## src/core/uls_defines.svh

```systemverilog
`ifndef ULS_DEFINES_SVH
`define ULS_DEFINES_SVH

`define ULS_OFS_RX_TX_DATA 8'h00
`define ULS_OFS_IRQ_ENABLE 8'h04
`define ULS_OFS_IRQ_SOURCE_CODE 8'h08
`define ULS_OFS_LINE_CTRL 8'h0c
`define ULS_OFS_LINE_STATE_REPORT 8'h14
`define ULS_OFS_DIV_LO 8'h20
`define ULS_OFS_DIV_HI 8'h24

`define ULS_IER_RDA 0
`define ULS_IER_TX_HOLD_EMPTY 1
`define ULS_IER_RLS 2
`define ULS_IER_MS 3

`define ULS_LCR_STB 2
`define ULS_LCR_PEN 3
`define ULS_LCR_EPS 4
`define ULS_LCR_STICK 5
`define ULS_LCR_BREAK 6

`define ULS_IIR_NONE 4'h1
`define ULS_IIR_RLS 4'h6
`define ULS_IIR_RDA 4'h4
`define ULS_IIR_TX_HOLD_EMPTY 4'h2
`define ULS_IIR_MS 4'h0

`define ULS_DIV_RESET 16'h000c
`define ULS_LCR_RESET 8'h03
`define ULS_MID_TICK 4'h7
`define ULS_LAST_TICK 4'hf
`define ULS_HALF_BIT_TICKS 4'h7
`define ULS_STOP1_END 5'h0f
`define ULS_STOP15_END 5'h17
`define ULS_STOP2_END 5'h1f
`endif

```

## src/core/uls_pkg.sv

```systemverilog
package uls_pkg;
    typedef struct packed {
        logic psel;
        logic penable;
        logic pwrite;
        logic [7:0] paddr;
        logic [31:0] pwdata;
    } uls_apb_req_t;

    typedef struct packed {
        logic pready;
        logic pslverr;
        logic [31:0] prdata;
    } uls_apb_rsp_t;

    typedef enum logic [2:0] {
        ULS_RX_IDLE = 3'b000,
        ULS_RX_START = 3'b001,
        ULS_RX_DATA = 3'b010,
        ULS_RX_PAR = 3'b011,
        ULS_RX_STOP = 3'b100,
        ULS_RX_BRK = 3'b101
    } uls_rx_st_t;

    typedef enum logic [2:0] {
        ULS_TX_IDLE = 3'b000,
        ULS_TX_START = 3'b001,
        ULS_TX_DATA = 3'b010,
        ULS_TX_PAR = 3'b011,
        ULS_TX_STOP = 3'b100
    } uls_tx_st_t;

    typedef struct packed {
        uls_apb_rsp_t rsp;
        logic [7:0] snap_lsr;
        logic [3:0] ier;
        logic [7:0] lcr;
        logic [15:0] div;
        logic [15:0] bcnt;
        logic tick;
        uls_rx_st_t rst;
        logic [3:0] rcnt;
        logic [2:0] rbit;
        logic [7:0] rsh;
        logic rpar;
        logic rzero;
        logic [7:0] rbuf;
        logic dr;
        logic oe;
        logic pe;
        logic fe;
        logic bi;
        uls_tx_st_t tst;
        logic [4:0] tcnt;
        logic [2:0] tbit;
        logic [7:0] hold;
        logic hold_empty;
        logic [7:0] tsh;
        logic txo;
        logic tx_hold_empty_irq;
        logic [3:0] irq_source_code;
        logic intr;
        logic sout;
    } uls_state_t;
endpackage : uls_pkg

```

## src/core/uls_line_status.sv

```systemverilog
`timescale 1ns/1ps
`include "uls_defines.svh"
module uls_line_status (
    // clock and reset
    input wire logic i_ref_clk,
    input wire logic i_rst_b,
    // apb slave
    input wire uls_pkg::uls_apb_req_t i_apb,
    output uls_pkg::uls_apb_rsp_t o_apb,
    // serial line, modem source and interrupt
    input wire logic i_serial_rx_pin,
    input wire logic i_modem_status_pending,
    output logic o_serial_tx,
    output logic o_intr
);
    uls_pkg::uls_state_t s_q;
    uls_pkg::uls_state_t s_d;

    function automatic logic [7:0] char_mask(input logic [1:0] len);
        char_mask = 8'hff >> (2'd3 - len);
    endfunction : char_mask

    function automatic logic [2:0] last_bit(input logic [1:0] len);
        last_bit = {1'b0, len} + 3'd4;
    endfunction : last_bit

    logic setup;
    logic done;
    logic rd_done;
    logic wr_done;
    logic [7:0] addr;
    logic pen;
    logic eps;
    logic stick;
    logic [7:0] rx_char;
    logic rx_ones;
    logic par_bad;
    logic tx_all_idle;
    logic [7:0] lsr_now;
    logic rls_pend;
    logic rda_pend;
    logic tx_hold_empty_pend;
    logic ms_pend;
    logic [3:0] code_now;
    logic [4:0] stop_end;

    always_comb begin
        addr = i_apb.paddr;
        setup = i_apb.psel & ~i_apb.penable;
        done = i_apb.psel & i_apb.penable & s_q.rsp.pready;
        rd_done = done & ~i_apb.pwrite;
        wr_done = done & i_apb.pwrite;
        pen = s_q.lcr[`ULS_LCR_PEN];
        eps = s_q.lcr[`ULS_LCR_EPS];
        stick = s_q.lcr[`ULS_LCR_STICK];
        rx_char = s_q.rsh & char_mask(s_q.lcr[1:0]);
        rx_ones = (^rx_char) ^ s_q.rpar;
        // stick mode fixes the bit; otherwise odd sum expected unless even-select
        par_bad = stick ? (s_q.rpar != ~eps) : (rx_ones == eps);
        tx_all_idle = s_q.hold_empty & (s_q.tst == uls_pkg::ULS_TX_IDLE);
        lsr_now = {1'b0, tx_all_idle, s_q.hold_empty, s_q.bi, s_q.fe, s_q.pe,
                   s_q.oe, s_q.dr};
        // masked sources vanish here, flags keep updating
        rls_pend = s_q.ier[`ULS_IER_RLS] & (s_q.oe | s_q.pe | s_q.fe | s_q.bi);
        rda_pend = s_q.ier[`ULS_IER_RDA] & s_q.dr;
        tx_hold_empty_pend = s_q.ier[`ULS_IER_TX_HOLD_EMPTY] & s_q.tx_hold_empty_irq;
        ms_pend = s_q.ier[`ULS_IER_MS] & i_modem_status_pending;
        if (rls_pend) begin
            code_now = `ULS_IIR_RLS;
        end else if (rda_pend) begin
            code_now = `ULS_IIR_RDA;
        end else if (tx_hold_empty_pend) begin
            code_now = `ULS_IIR_TX_HOLD_EMPTY;
        end else if (ms_pend) begin
            code_now = `ULS_IIR_MS;
        end else begin
            code_now = `ULS_IIR_NONE;
        end
        unique case ({s_q.lcr[`ULS_LCR_STB], s_q.lcr[1:0] == 2'b00})
            2'b10: stop_end = `ULS_STOP2_END;
            2'b11: stop_end = `ULS_STOP15_END;
            default: stop_end = `ULS_STOP1_END;
        endcase
    end

    always_comb begin
        s_d = s_q;

        // apb answer: decode at setup, zero-wait access phase
        s_d.rsp.pready = setup;
        if (setup) begin
            s_d.rsp.pslverr = 1'b0;
            s_d.rsp.prdata = 32'h0000_0000;
            unique case (addr)
                `ULS_OFS_RX_TX_DATA: s_d.rsp.prdata[7:0] = s_q.rbuf;
                `ULS_OFS_IRQ_ENABLE: s_d.rsp.prdata[3:0] = s_q.ier;
                `ULS_OFS_IRQ_SOURCE_CODE: s_d.rsp.prdata[3:0] = s_q.irq_source_code;
                `ULS_OFS_LINE_CTRL: s_d.rsp.prdata[7:0] = s_q.lcr;
                `ULS_OFS_LINE_STATE_REPORT: begin
                    s_d.rsp.prdata[7:0] = lsr_now;
                    s_d.snap_lsr = lsr_now;
                end
                `ULS_OFS_DIV_LO: s_d.rsp.prdata[7:0] = s_q.div[7:0];
                `ULS_OFS_DIV_HI: s_d.rsp.prdata[7:0] = s_q.div[15:8];
                default: s_d.rsp.pslverr = 1'b1;
            endcase
        end

        // read side effects first so that hardware sets below win
        if (rd_done) begin
            if (addr == `ULS_OFS_RX_TX_DATA) begin
                s_d.dr = 1'b0;
            end
            if (addr == `ULS_OFS_LINE_STATE_REPORT) begin
                // only flags that were reported are cleared
                s_d.oe = s_q.oe & ~s_q.snap_lsr[1];
                s_d.pe = s_q.pe & ~s_q.snap_lsr[2];
                s_d.fe = s_q.fe & ~s_q.snap_lsr[3];
                s_d.bi = s_q.bi & ~s_q.snap_lsr[4];
            end
            if (addr == `ULS_OFS_IRQ_SOURCE_CODE && s_q.rsp.prdata[3:0] == `ULS_IIR_TX_HOLD_EMPTY) begin
                s_d.tx_hold_empty_irq = 1'b0;
            end
        end
        if (wr_done) begin
            unique case (addr)
                `ULS_OFS_IRQ_ENABLE: s_d.ier = i_apb.pwdata[3:0];
                `ULS_OFS_LINE_CTRL: s_d.lcr = i_apb.pwdata[7:0];
                `ULS_OFS_DIV_LO: s_d.div[7:0] = i_apb.pwdata[7:0];
                `ULS_OFS_DIV_HI: s_d.div[15:8] = i_apb.pwdata[7:0];
                default: ;
            endcase
        end

        // baud generator: 16x tick, reloaded at once on divisor write
        s_d.tick = 1'b0;
        if (wr_done && (addr == `ULS_OFS_DIV_LO || addr == `ULS_OFS_DIV_HI)) begin
            s_d.bcnt = s_d.div;
        end else if (s_q.bcnt <= 16'h0001) begin
            s_d.bcnt = s_q.div;
            // divisor zero stalls the link rather than running flat out
            s_d.tick = (s_q.div != 16'h0000);
        end else begin
            s_d.bcnt = s_q.bcnt - 16'h0001;
        end

        // receiver
        if (s_q.tick) begin
            s_d.rcnt = s_q.rcnt + 4'h1;
            unique case (s_q.rst)
                uls_pkg::ULS_RX_IDLE: begin
                    s_d.rcnt = 4'h0;
                    if (!i_serial_rx_pin) begin
                        s_d.rst = uls_pkg::ULS_RX_START;
                    end
                end
                uls_pkg::ULS_RX_START: begin
                    if (s_q.rcnt == `ULS_MID_TICK) begin
                        // high at mid start bit is a false start
                        s_d.rst = i_serial_rx_pin ? uls_pkg::ULS_RX_IDLE : uls_pkg::ULS_RX_DATA;
                        s_d.rcnt = 4'h0;
                        s_d.rbit = 3'd0;
                        s_d.rsh = 8'h00;
                        s_d.rzero = 1'b1;
                    end
                end
                uls_pkg::ULS_RX_DATA: begin
                    if (s_q.rcnt == `ULS_LAST_TICK) begin
                        s_d.rsh[s_q.rbit] = i_serial_rx_pin;
                        s_d.rzero = s_q.rzero & ~i_serial_rx_pin;
                        if (s_q.rbit == last_bit(s_q.lcr[1:0])) begin
                            s_d.rst = pen ? uls_pkg::ULS_RX_PAR : uls_pkg::ULS_RX_STOP;
                        end else begin
                            s_d.rbit = s_q.rbit + 3'd1;
                        end
                    end
                end
                uls_pkg::ULS_RX_PAR: begin
                    if (s_q.rcnt == `ULS_LAST_TICK) begin
                        s_d.rpar = i_serial_rx_pin;
                        s_d.rzero = s_q.rzero & ~i_serial_rx_pin;
                        s_d.rst = uls_pkg::ULS_RX_STOP;
                    end
                end
                uls_pkg::ULS_RX_STOP: begin
                    // only the first stop bit is examined
                    if (s_q.rcnt == `ULS_LAST_TICK) begin
                        s_d.rbuf = rx_char;
                        s_d.dr = 1'b1;
                        if (s_q.dr && !(rd_done && addr == `ULS_OFS_RX_TX_DATA)) begin
                            s_d.oe = 1'b1;
                        end
                        if (pen && par_bad) begin
                            s_d.pe = 1'b1;
                        end
                        s_d.rcnt = 4'h0;
                        if (!i_serial_rx_pin) begin
                            s_d.fe = 1'b1;
                            if (s_q.rzero) begin
                                s_d.bi = 1'b1;
                                s_d.rst = uls_pkg::ULS_RX_BRK;
                            end else begin
                                // low stop is the first start sample; second one next tick
                                s_d.rst = uls_pkg::ULS_RX_START;
                                s_d.rcnt = `ULS_MID_TICK;
                            end
                        end else begin
                            s_d.rst = uls_pkg::ULS_RX_IDLE;
                        end
                    end
                end
                uls_pkg::ULS_RX_BRK: begin
                    // needs half a bit of unbroken mark before hunting again
                    if (!i_serial_rx_pin) begin
                        s_d.rcnt = 4'h0;
                    end else if (s_q.rcnt == `ULS_HALF_BIT_TICKS) begin
                        s_d.rst = uls_pkg::ULS_RX_IDLE;
                    end
                end
                default: begin
                    s_d.rst = uls_pkg::ULS_RX_IDLE;
                end
            endcase
        end

        // transmitter
        if (s_q.tst == uls_pkg::ULS_TX_IDLE) begin
            s_d.txo = 1'b1;
            s_d.tcnt = 5'h00;
            if (!s_q.hold_empty) begin
                s_d.tsh = s_q.hold & char_mask(s_q.lcr[1:0]);
                s_d.hold_empty = 1'b1;
                s_d.tx_hold_empty_irq = 1'b1;
                s_d.tst = uls_pkg::ULS_TX_START;
                s_d.txo = 1'b0;
            end
        end else if (s_q.tick) begin
            s_d.tcnt = s_q.tcnt + 5'h01;
            unique case (s_q.tst)
                uls_pkg::ULS_TX_START: begin
                    if (s_q.tcnt == {1'b0, `ULS_LAST_TICK}) begin
                        s_d.tcnt = 5'h00;
                        s_d.tbit = 3'd0;
                        s_d.txo = s_q.tsh[0];
                        s_d.tst = uls_pkg::ULS_TX_DATA;
                    end
                end
                uls_pkg::ULS_TX_DATA: begin
                    if (s_q.tcnt == {1'b0, `ULS_LAST_TICK}) begin
                        s_d.tcnt = 5'h00;
                        if (s_q.tbit == last_bit(s_q.lcr[1:0])) begin
                            s_d.tst = pen ? uls_pkg::ULS_TX_PAR : uls_pkg::ULS_TX_STOP;
                            s_d.txo = stick ? ~eps : (^s_q.tsh) ^ ~eps;
                            if (!pen) begin
                                s_d.txo = 1'b1;
                            end
                        end else begin
                            s_d.tbit = s_q.tbit + 3'd1;
                            s_d.txo = s_q.tsh[s_q.tbit + 3'd1];
                        end
                    end
                end
                uls_pkg::ULS_TX_PAR: begin
                    if (s_q.tcnt == {1'b0, `ULS_LAST_TICK}) begin
                        s_d.tcnt = 5'h00;
                        s_d.txo = 1'b1;
                        s_d.tst = uls_pkg::ULS_TX_STOP;
                    end
                end
                uls_pkg::ULS_TX_STOP: begin
                    if (s_q.tcnt == stop_end) begin
                        s_d.tst = uls_pkg::ULS_TX_IDLE;
                    end
                end
                default: begin
                    s_d.tst = uls_pkg::ULS_TX_IDLE;
                end
            endcase
        end

        // a fresh holding write really fills the buffer, so it beats the move
        if (wr_done && addr == `ULS_OFS_RX_TX_DATA) begin
            s_d.hold = i_apb.pwdata[7:0];
            s_d.hold_empty = 1'b0;
            s_d.tx_hold_empty_irq = 1'b0;
        end

        // identification held still while the host is addressing it
        if (!(i_apb.psel && addr == `ULS_OFS_IRQ_SOURCE_CODE)) begin
            s_d.irq_source_code = code_now;
        end
        s_d.intr = (code_now != `ULS_IIR_NONE);
        // break only forces the pin; the shifter keeps its timing
        s_d.sout = s_d.txo & ~s_d.lcr[`ULS_LCR_BREAK];
    end

    always_ff @(posedge i_ref_clk or negedge i_rst_b) begin
        if (!i_rst_b) begin
            s_q <= '0;
            s_q.lcr <= `ULS_LCR_RESET;
            s_q.div <= `ULS_DIV_RESET;
            s_q.bcnt <= `ULS_DIV_RESET;
            s_q.rst <= uls_pkg::ULS_RX_IDLE;
            s_q.tst <= uls_pkg::ULS_TX_IDLE;
            s_q.hold_empty <= 1'b1;
            s_q.txo <= 1'b1;
            s_q.sout <= 1'b1;
            s_q.irq_source_code <= `ULS_IIR_NONE;
        end else begin
            s_q <= s_d;
        end
    end

    always_comb begin
        o_apb = s_q.rsp;
        o_intr = s_q.intr;
        o_serial_tx = s_q.sout;
    end
endmodule : uls_line_status

```

## config.mk

```make
export PLATFORM = sky130hd
export DESIGN_NAME = uls_line_status
export DESIGN_NICKNAME = d
export VERILOG_FILES = /design/src/core/uls_pkg.sv /design/src/core/uls_line_status.sv
export VERILOG_INCLUDE_DIRS = /design/src /design/src/core
export SDC_FILE = /design/constraint.sdc
export NUM_CORES = 1
export LEC_CHECK = 0
export BUFFER_PORTS_ARGS = -buffer_cell sky130_fd_sc_hd__buf_2
export CAP_MARGIN = 20
export CORE_MARGIN = 4
export CORE_UTILIZATION = 43
export CTS_BUF_LIST = sky130_fd_sc_hd__clkbuf_8
export DETAILED_ROUTE_END_ITERATION = 8
export PLACE_DENSITY_LB_ADDON = 0.1
export SYNTH_ARGS = -nofsm -noshare
export SYNTH_HDL_FRONTEND = slang
export SYNTH_SLANG_ARGS = --single-unit
```

## constraint.sdc

```tcl
create_clock -name i_ref_clk -period 2.9 [get_ports i_ref_clk]
set_input_delay 0.87 -clock i_ref_clk [delete_from_list [all_inputs] [get_ports i_ref_clk]]
set_output_delay 0.87 -clock i_ref_clk [all_outputs]
set_load 0.005 [all_outputs]
```

Word level (Yosys, flattened, before mapping). Index checks and enable logic that the tools add are counted.

Register bits after elaboration: 129. Output and inout bits: 36.

Reduce and logical (&&, ||, !) cells: 35. Shifts and indexed selects: 1. Add/sub/neg operators: 7. Mux-type cells: 84. Bitwise operators: 34. Order comparisons: 4. Equal/unequal tests: 45.

Operators with widths (number): two-way mux 3 bit (17); two-way mux 11 bit (4); two-way mux 16 bit (2); two-way mux 8 bit (4); case mux 4 bit (7 select lines) (1); two-way mux 1 bit (27); inequality test 2 bit, second input constant (13); two-way mux 23 bit (1); case mux 11 bit (2 select lines) (1); two-way mux 5 bit (4); case mux 4 bit (5 select lines) (1); two-way mux 18 bit (1); case mux 3 bit (6 select lines) (1); bitwise AND 1 bit (16); bitwise AND 8 bit (2); == test 8 x 4 -> 1 bit, second input constant (2); == test 8 x 6 -> 1 bit, second input constant (2); less-or-equal comparator 16 x 1 -> 1 bit, second input constant (1); case mux 4 bit (4 select lines) (1); nonzero test 16 bit (1); parity 8 bit (2); subtractor 16 x 1 -> 16 bit, second input constant (1); inequality test 3 bit, second input constant (5); case mux 5 bit (3 select lines) (1); other kinds (54) (99).

Depth between registers and ports, before layout.
Depth in word-level cells: 12. Depth in mapped cells: 8.

Worst setup path after synthesis. Ideal clock, no wire load.

Path type: in2reg. Start: in i_apb[35] (netlist bit). End: reg s_q[100] (netlist bit). Stages: 6. Slack: 0.265 ns. Required time: 2.772 ns. Arrival time: 2.507 ns. Path through: or4b_1 > buf_2 > or3_1 > buf_2 > buf_2 > mux2_1.

RTL lines: from (decl) (RTL line uls_line_status.sv:8) `input wire uls_pkg::uls_apb_req_t i_apb,`; to (decl) (RTL line uls_line_status.sv:16) `uls_pkg::uls_state_t s_q;`.

==> summary.txt <==
Outcome
  • Status: finished clean

Power
  • Maximum vdd drop: between 0.3 and 0.4 mV
  • Pwr/cell area: ~480 nW/µm²
  • Sw frac: roughly 27%
  • Register share of total power: roughly half
  • Power, Total: 3.891 mW
  • Lkg Pwr: between 3 and 4 nW
  • Switch Pwr: about 1.1 mW
  • Logic pwr share: approximately 8.7%
  • Cell-internal power: roughly 2.8 mW
  • Clock power frac: about 42%

Yosys
  • Netlist cell types: 79
  • Count leader, synth: dfrtp_1
  • Syn Inst Count: 756
  • Register area share after synthesis: approximately 43%
  • Synth async-reset ratio: 100.0%
  • Synth Area in Compound Gates: between 15 and 20%
  • Most used flip-flop cell after synthesis: dfrtp_1
  • Number of flops mapped to enable cells by yosys: 0
  • Post-synthesis adder-cell area fraction: 1.361%
  • Largest family of logic cells by synthesized area: simple AND/OR/NAND/NOR gates
  • Synth top cells by count: dfrtp_1, nor2_1, nand2_1
  • Xor/xnor share of the synthesized area: under 10%
  • Syn Area/Cell: approximately 9.7 µm²
  • Share of the synthesized area in the top cell type: about two fifths
  • Synth top area cells: dfrtp_1, mux2_2, dfstp_2, buf_4, o21ai_0
  • Post-Synth Simple-Gate Area: about 18%
  • YS warnings: 0
  • Mux contribution to synthesized area: about a tenth
  • Leading area contributor after synthesis: dfrtp_1
  • Mapped cell area: around 7400 µm²
  • Synthesized flop and latch total: between 100 and 150

CTS
  • Clk_lat worst skew: 0.46 ns
  • CTS tree: yes
  • Clk pin slew, worst setup/hold paths: around 0.09 ns
  • Hold-fix buffers, CTS: 0
  • Clk buf depth: 2
  • Post-CTS Setup Bufs: 0
  • Clk sink count: about 130
  • H-Tree Depth: 4
  • Cts repair resizes: 0
  • Root buffer cell: clkbuf_8
  • Num CTS Buffers: 17

Global routing
  • First-pass GRT wire length: 31.68 mm
  • Global route total overflow: 0
  • Total GRT Usage: ~20%
  • Antenna violations before repair: 0
  • Largest net degree at the start of global routing: 128
  • Vias in the first global route: slightly below 6000

Drt
  • Via/cell ratio: between 5 and 6
  • Vias post-DR: between 5000 and 6000
  • Drt wl/cell: between 15 and 20 µm
  • Total iterations of the first detailed-routing run: 7
  • DRT iter0 DRCs: approximately 490
  • Drt total wl: just under 20 mm
  • Routed Antenna Nets: 0
  • DRC violations left: 0

Die
  • Die Wd: about 140 µm
  • Core Region: ~17000 µm²
  • Die Ht: ~140 µm
  • Die area: ~19000 µm²
  • Total I/O pin count: 83
  • Initial Utilization: between 40% and 50%
  • Std cell rows: between 40 and 50

Worst setup path
  • Setup slack, reg-to-reg: 0.53 ns
  • Reg2reg path depth: 5
  • Worst EP required: about 3.3 ns
  • Setup CP Type: input pin to flop
  • CP Data Arrival Time: around 2.8 ns
  • RR Endpoint: s_q[79]
  • Setup crit start kind: input pin
  • RR Startpoint: s_q[76]
  • CP Capture Type: flop
  • CP Max Fanout: 8

Place
  • Port Buffer Count: 34
  • GPL Wtd Cong: between 0.9 and 1
  • Post-DP HPWL: between 10 and 15 mm
  • Placement Setup Slack: between 0.06 and 0.07 ns

Min path
  • Hold Path Cell Cnt: 2
  • Hold worst-path end: s_q[9]
  • HP Class: flop to flop
  • Hold Crit Start: s_q[18]

Final layout
  • Final Util: 48.87%
  • Share of cells above drive strength 1: a little over a fifth
  • Flip-flop and latch area: 3191 µm²
  • Inserted Diodes: 0
  • # nets final: roughly 840
  • P&R area growth vs syn: 10.60%
  • Footprint of the multi-input gates: between 3000 and 4000 µm²
  • # fillers: 1561

STA
  • Setup-violating endpoint count in the final report: 0
  • Hold slack: 0.4590 ns
  • Max-Slew Margin vs Limit: roughly 50%
  • Max-slew violation count: 0
  • Final Skew: about 0.014 ns
  • Fmax: ~420 MHz
  • Setup WS post-layout: around 0.53 ns
  • Fin crit period: 2.372 ns
  • Setup repair after global routing missed its margin: no
  • Final hold viol count: 0
  • Setup TNS: 0 ns
  • Period utilization: 81.80%
  • Worst-Margin Slew: around 0.74 ns

Job
  • MaxCap Viol Count: 0
[how the worst max path moves through the flow]
stage	slack, ns	cells past startpoint	endpoint	from
after floorplan	0.27	6	s_q[100]	i_apb[35]
after global placement	0.09	6	s_q[80]	i_apb[39]
after detailed placement	0.06	6	s_q[80]	i_apb[39]
after CTS	0.50	5	s_q[75]	s_q[76]
after global routing	0.33	7	s_q[51]	s_q[62]
final	0.53	6	s_q[81]	i_apb[39]
[flip-flops by register name (all words and copies together) (netlist names)]
signal       flops
pen              1
o_apb           10
s_q            107
eps              1
o_serial_tx      1
o_intr           1
lsr_now          6
[cell type report]
cell class / count / share of cell area [%]
Clock buffer: 17 / 2.877
Timing Repair Buffer: 64 / 5.046
Sequential cell: 127 / 39.23
Clock inverter: 15 / 2.277
Tap cell: 220 / 3.385
Multi-Input combinational cell: 553 / 46.03
Inverter: 25 / 1.154
[power groups by stage]
stage	combinational [mW]	clock [mW]	sequential (mW)
floorplan	0.236	0	1.93
global placement	0.329	0	1.94
detailed placement	0.334	0	1.95
CTS	0.337	1.68	1.91
global route	0.380	1.76	1.93
finish	0.338	1.64	1.91
[layout by cell type, fill, tap and decap left out, types with 6 or more instances in the layout]
cell	netlist	layout
xor2_1	9	9
buf_2	9	33
xnor2_1	20	20
nand3_1	16	16
nand2b_1	10	10
inv_1	24	25
o22ai_1	14	14
dfrtp_1	117	117
ha_1	8	8
dfstp_2	10	10
mux2_1	7	7
buf_4	34	30
nor2b_1	7	7
mux2_2	40	40
o21ai_0	48	48
nor2_1	60	60
clkbuf_8	0	17
nor4_1	15	14
nand2_1	59	59
conb_1	1	24
or3_1	13	13
o21a_1	9	9
a31oi_1	16	16
and3_1	7	7
o41ai_1	6	6
mux2i_1	16	16
a21oi_1	31	31
nor3_1	18	18
o31ai_1	6	6
[cells by family (layout without fill, tap and decap cells)]
family	after synthesis	after routing
AND/OR/NAND/NOR	244	244
AO/OA/AOI/OAI	182	182
flip-flops	127	127
buffers and inverters	99	121
multiplexers	65	65
XOR/XNOR	30	30
adder cells (fa/ha/maj)	8	8
other	1	24
[stage by stage]
step           std cells  area [µm²]
6_report            1021        8133
5_1_grt             1021        8133
4_1_cts             1021        8133
3_5_place_dp         989        7714
3_3_place_gp         989        7714
2_1_floorplan        779        7440
[critical path: stages]
cell and delay, ns:
buf_2 0.14, or4b_1 0.63, or3_4 0.48, a41oi_4 0.32
o22ai_1 0.17, a21oi_1 0.15
[layer usage]
metal | vias up | wire length [µm] | global-route usage (%)
met5 | - | 0 | 0
met3 | 32 | 851 | 4.172
met2 | 168 | 9259 | 32.37
li1 | 2774 | - | -
met1 | 2900 | 8932 | 27.60
met4 | 0 | 462 | 7.518
Power figures use the tool's default switching activity.
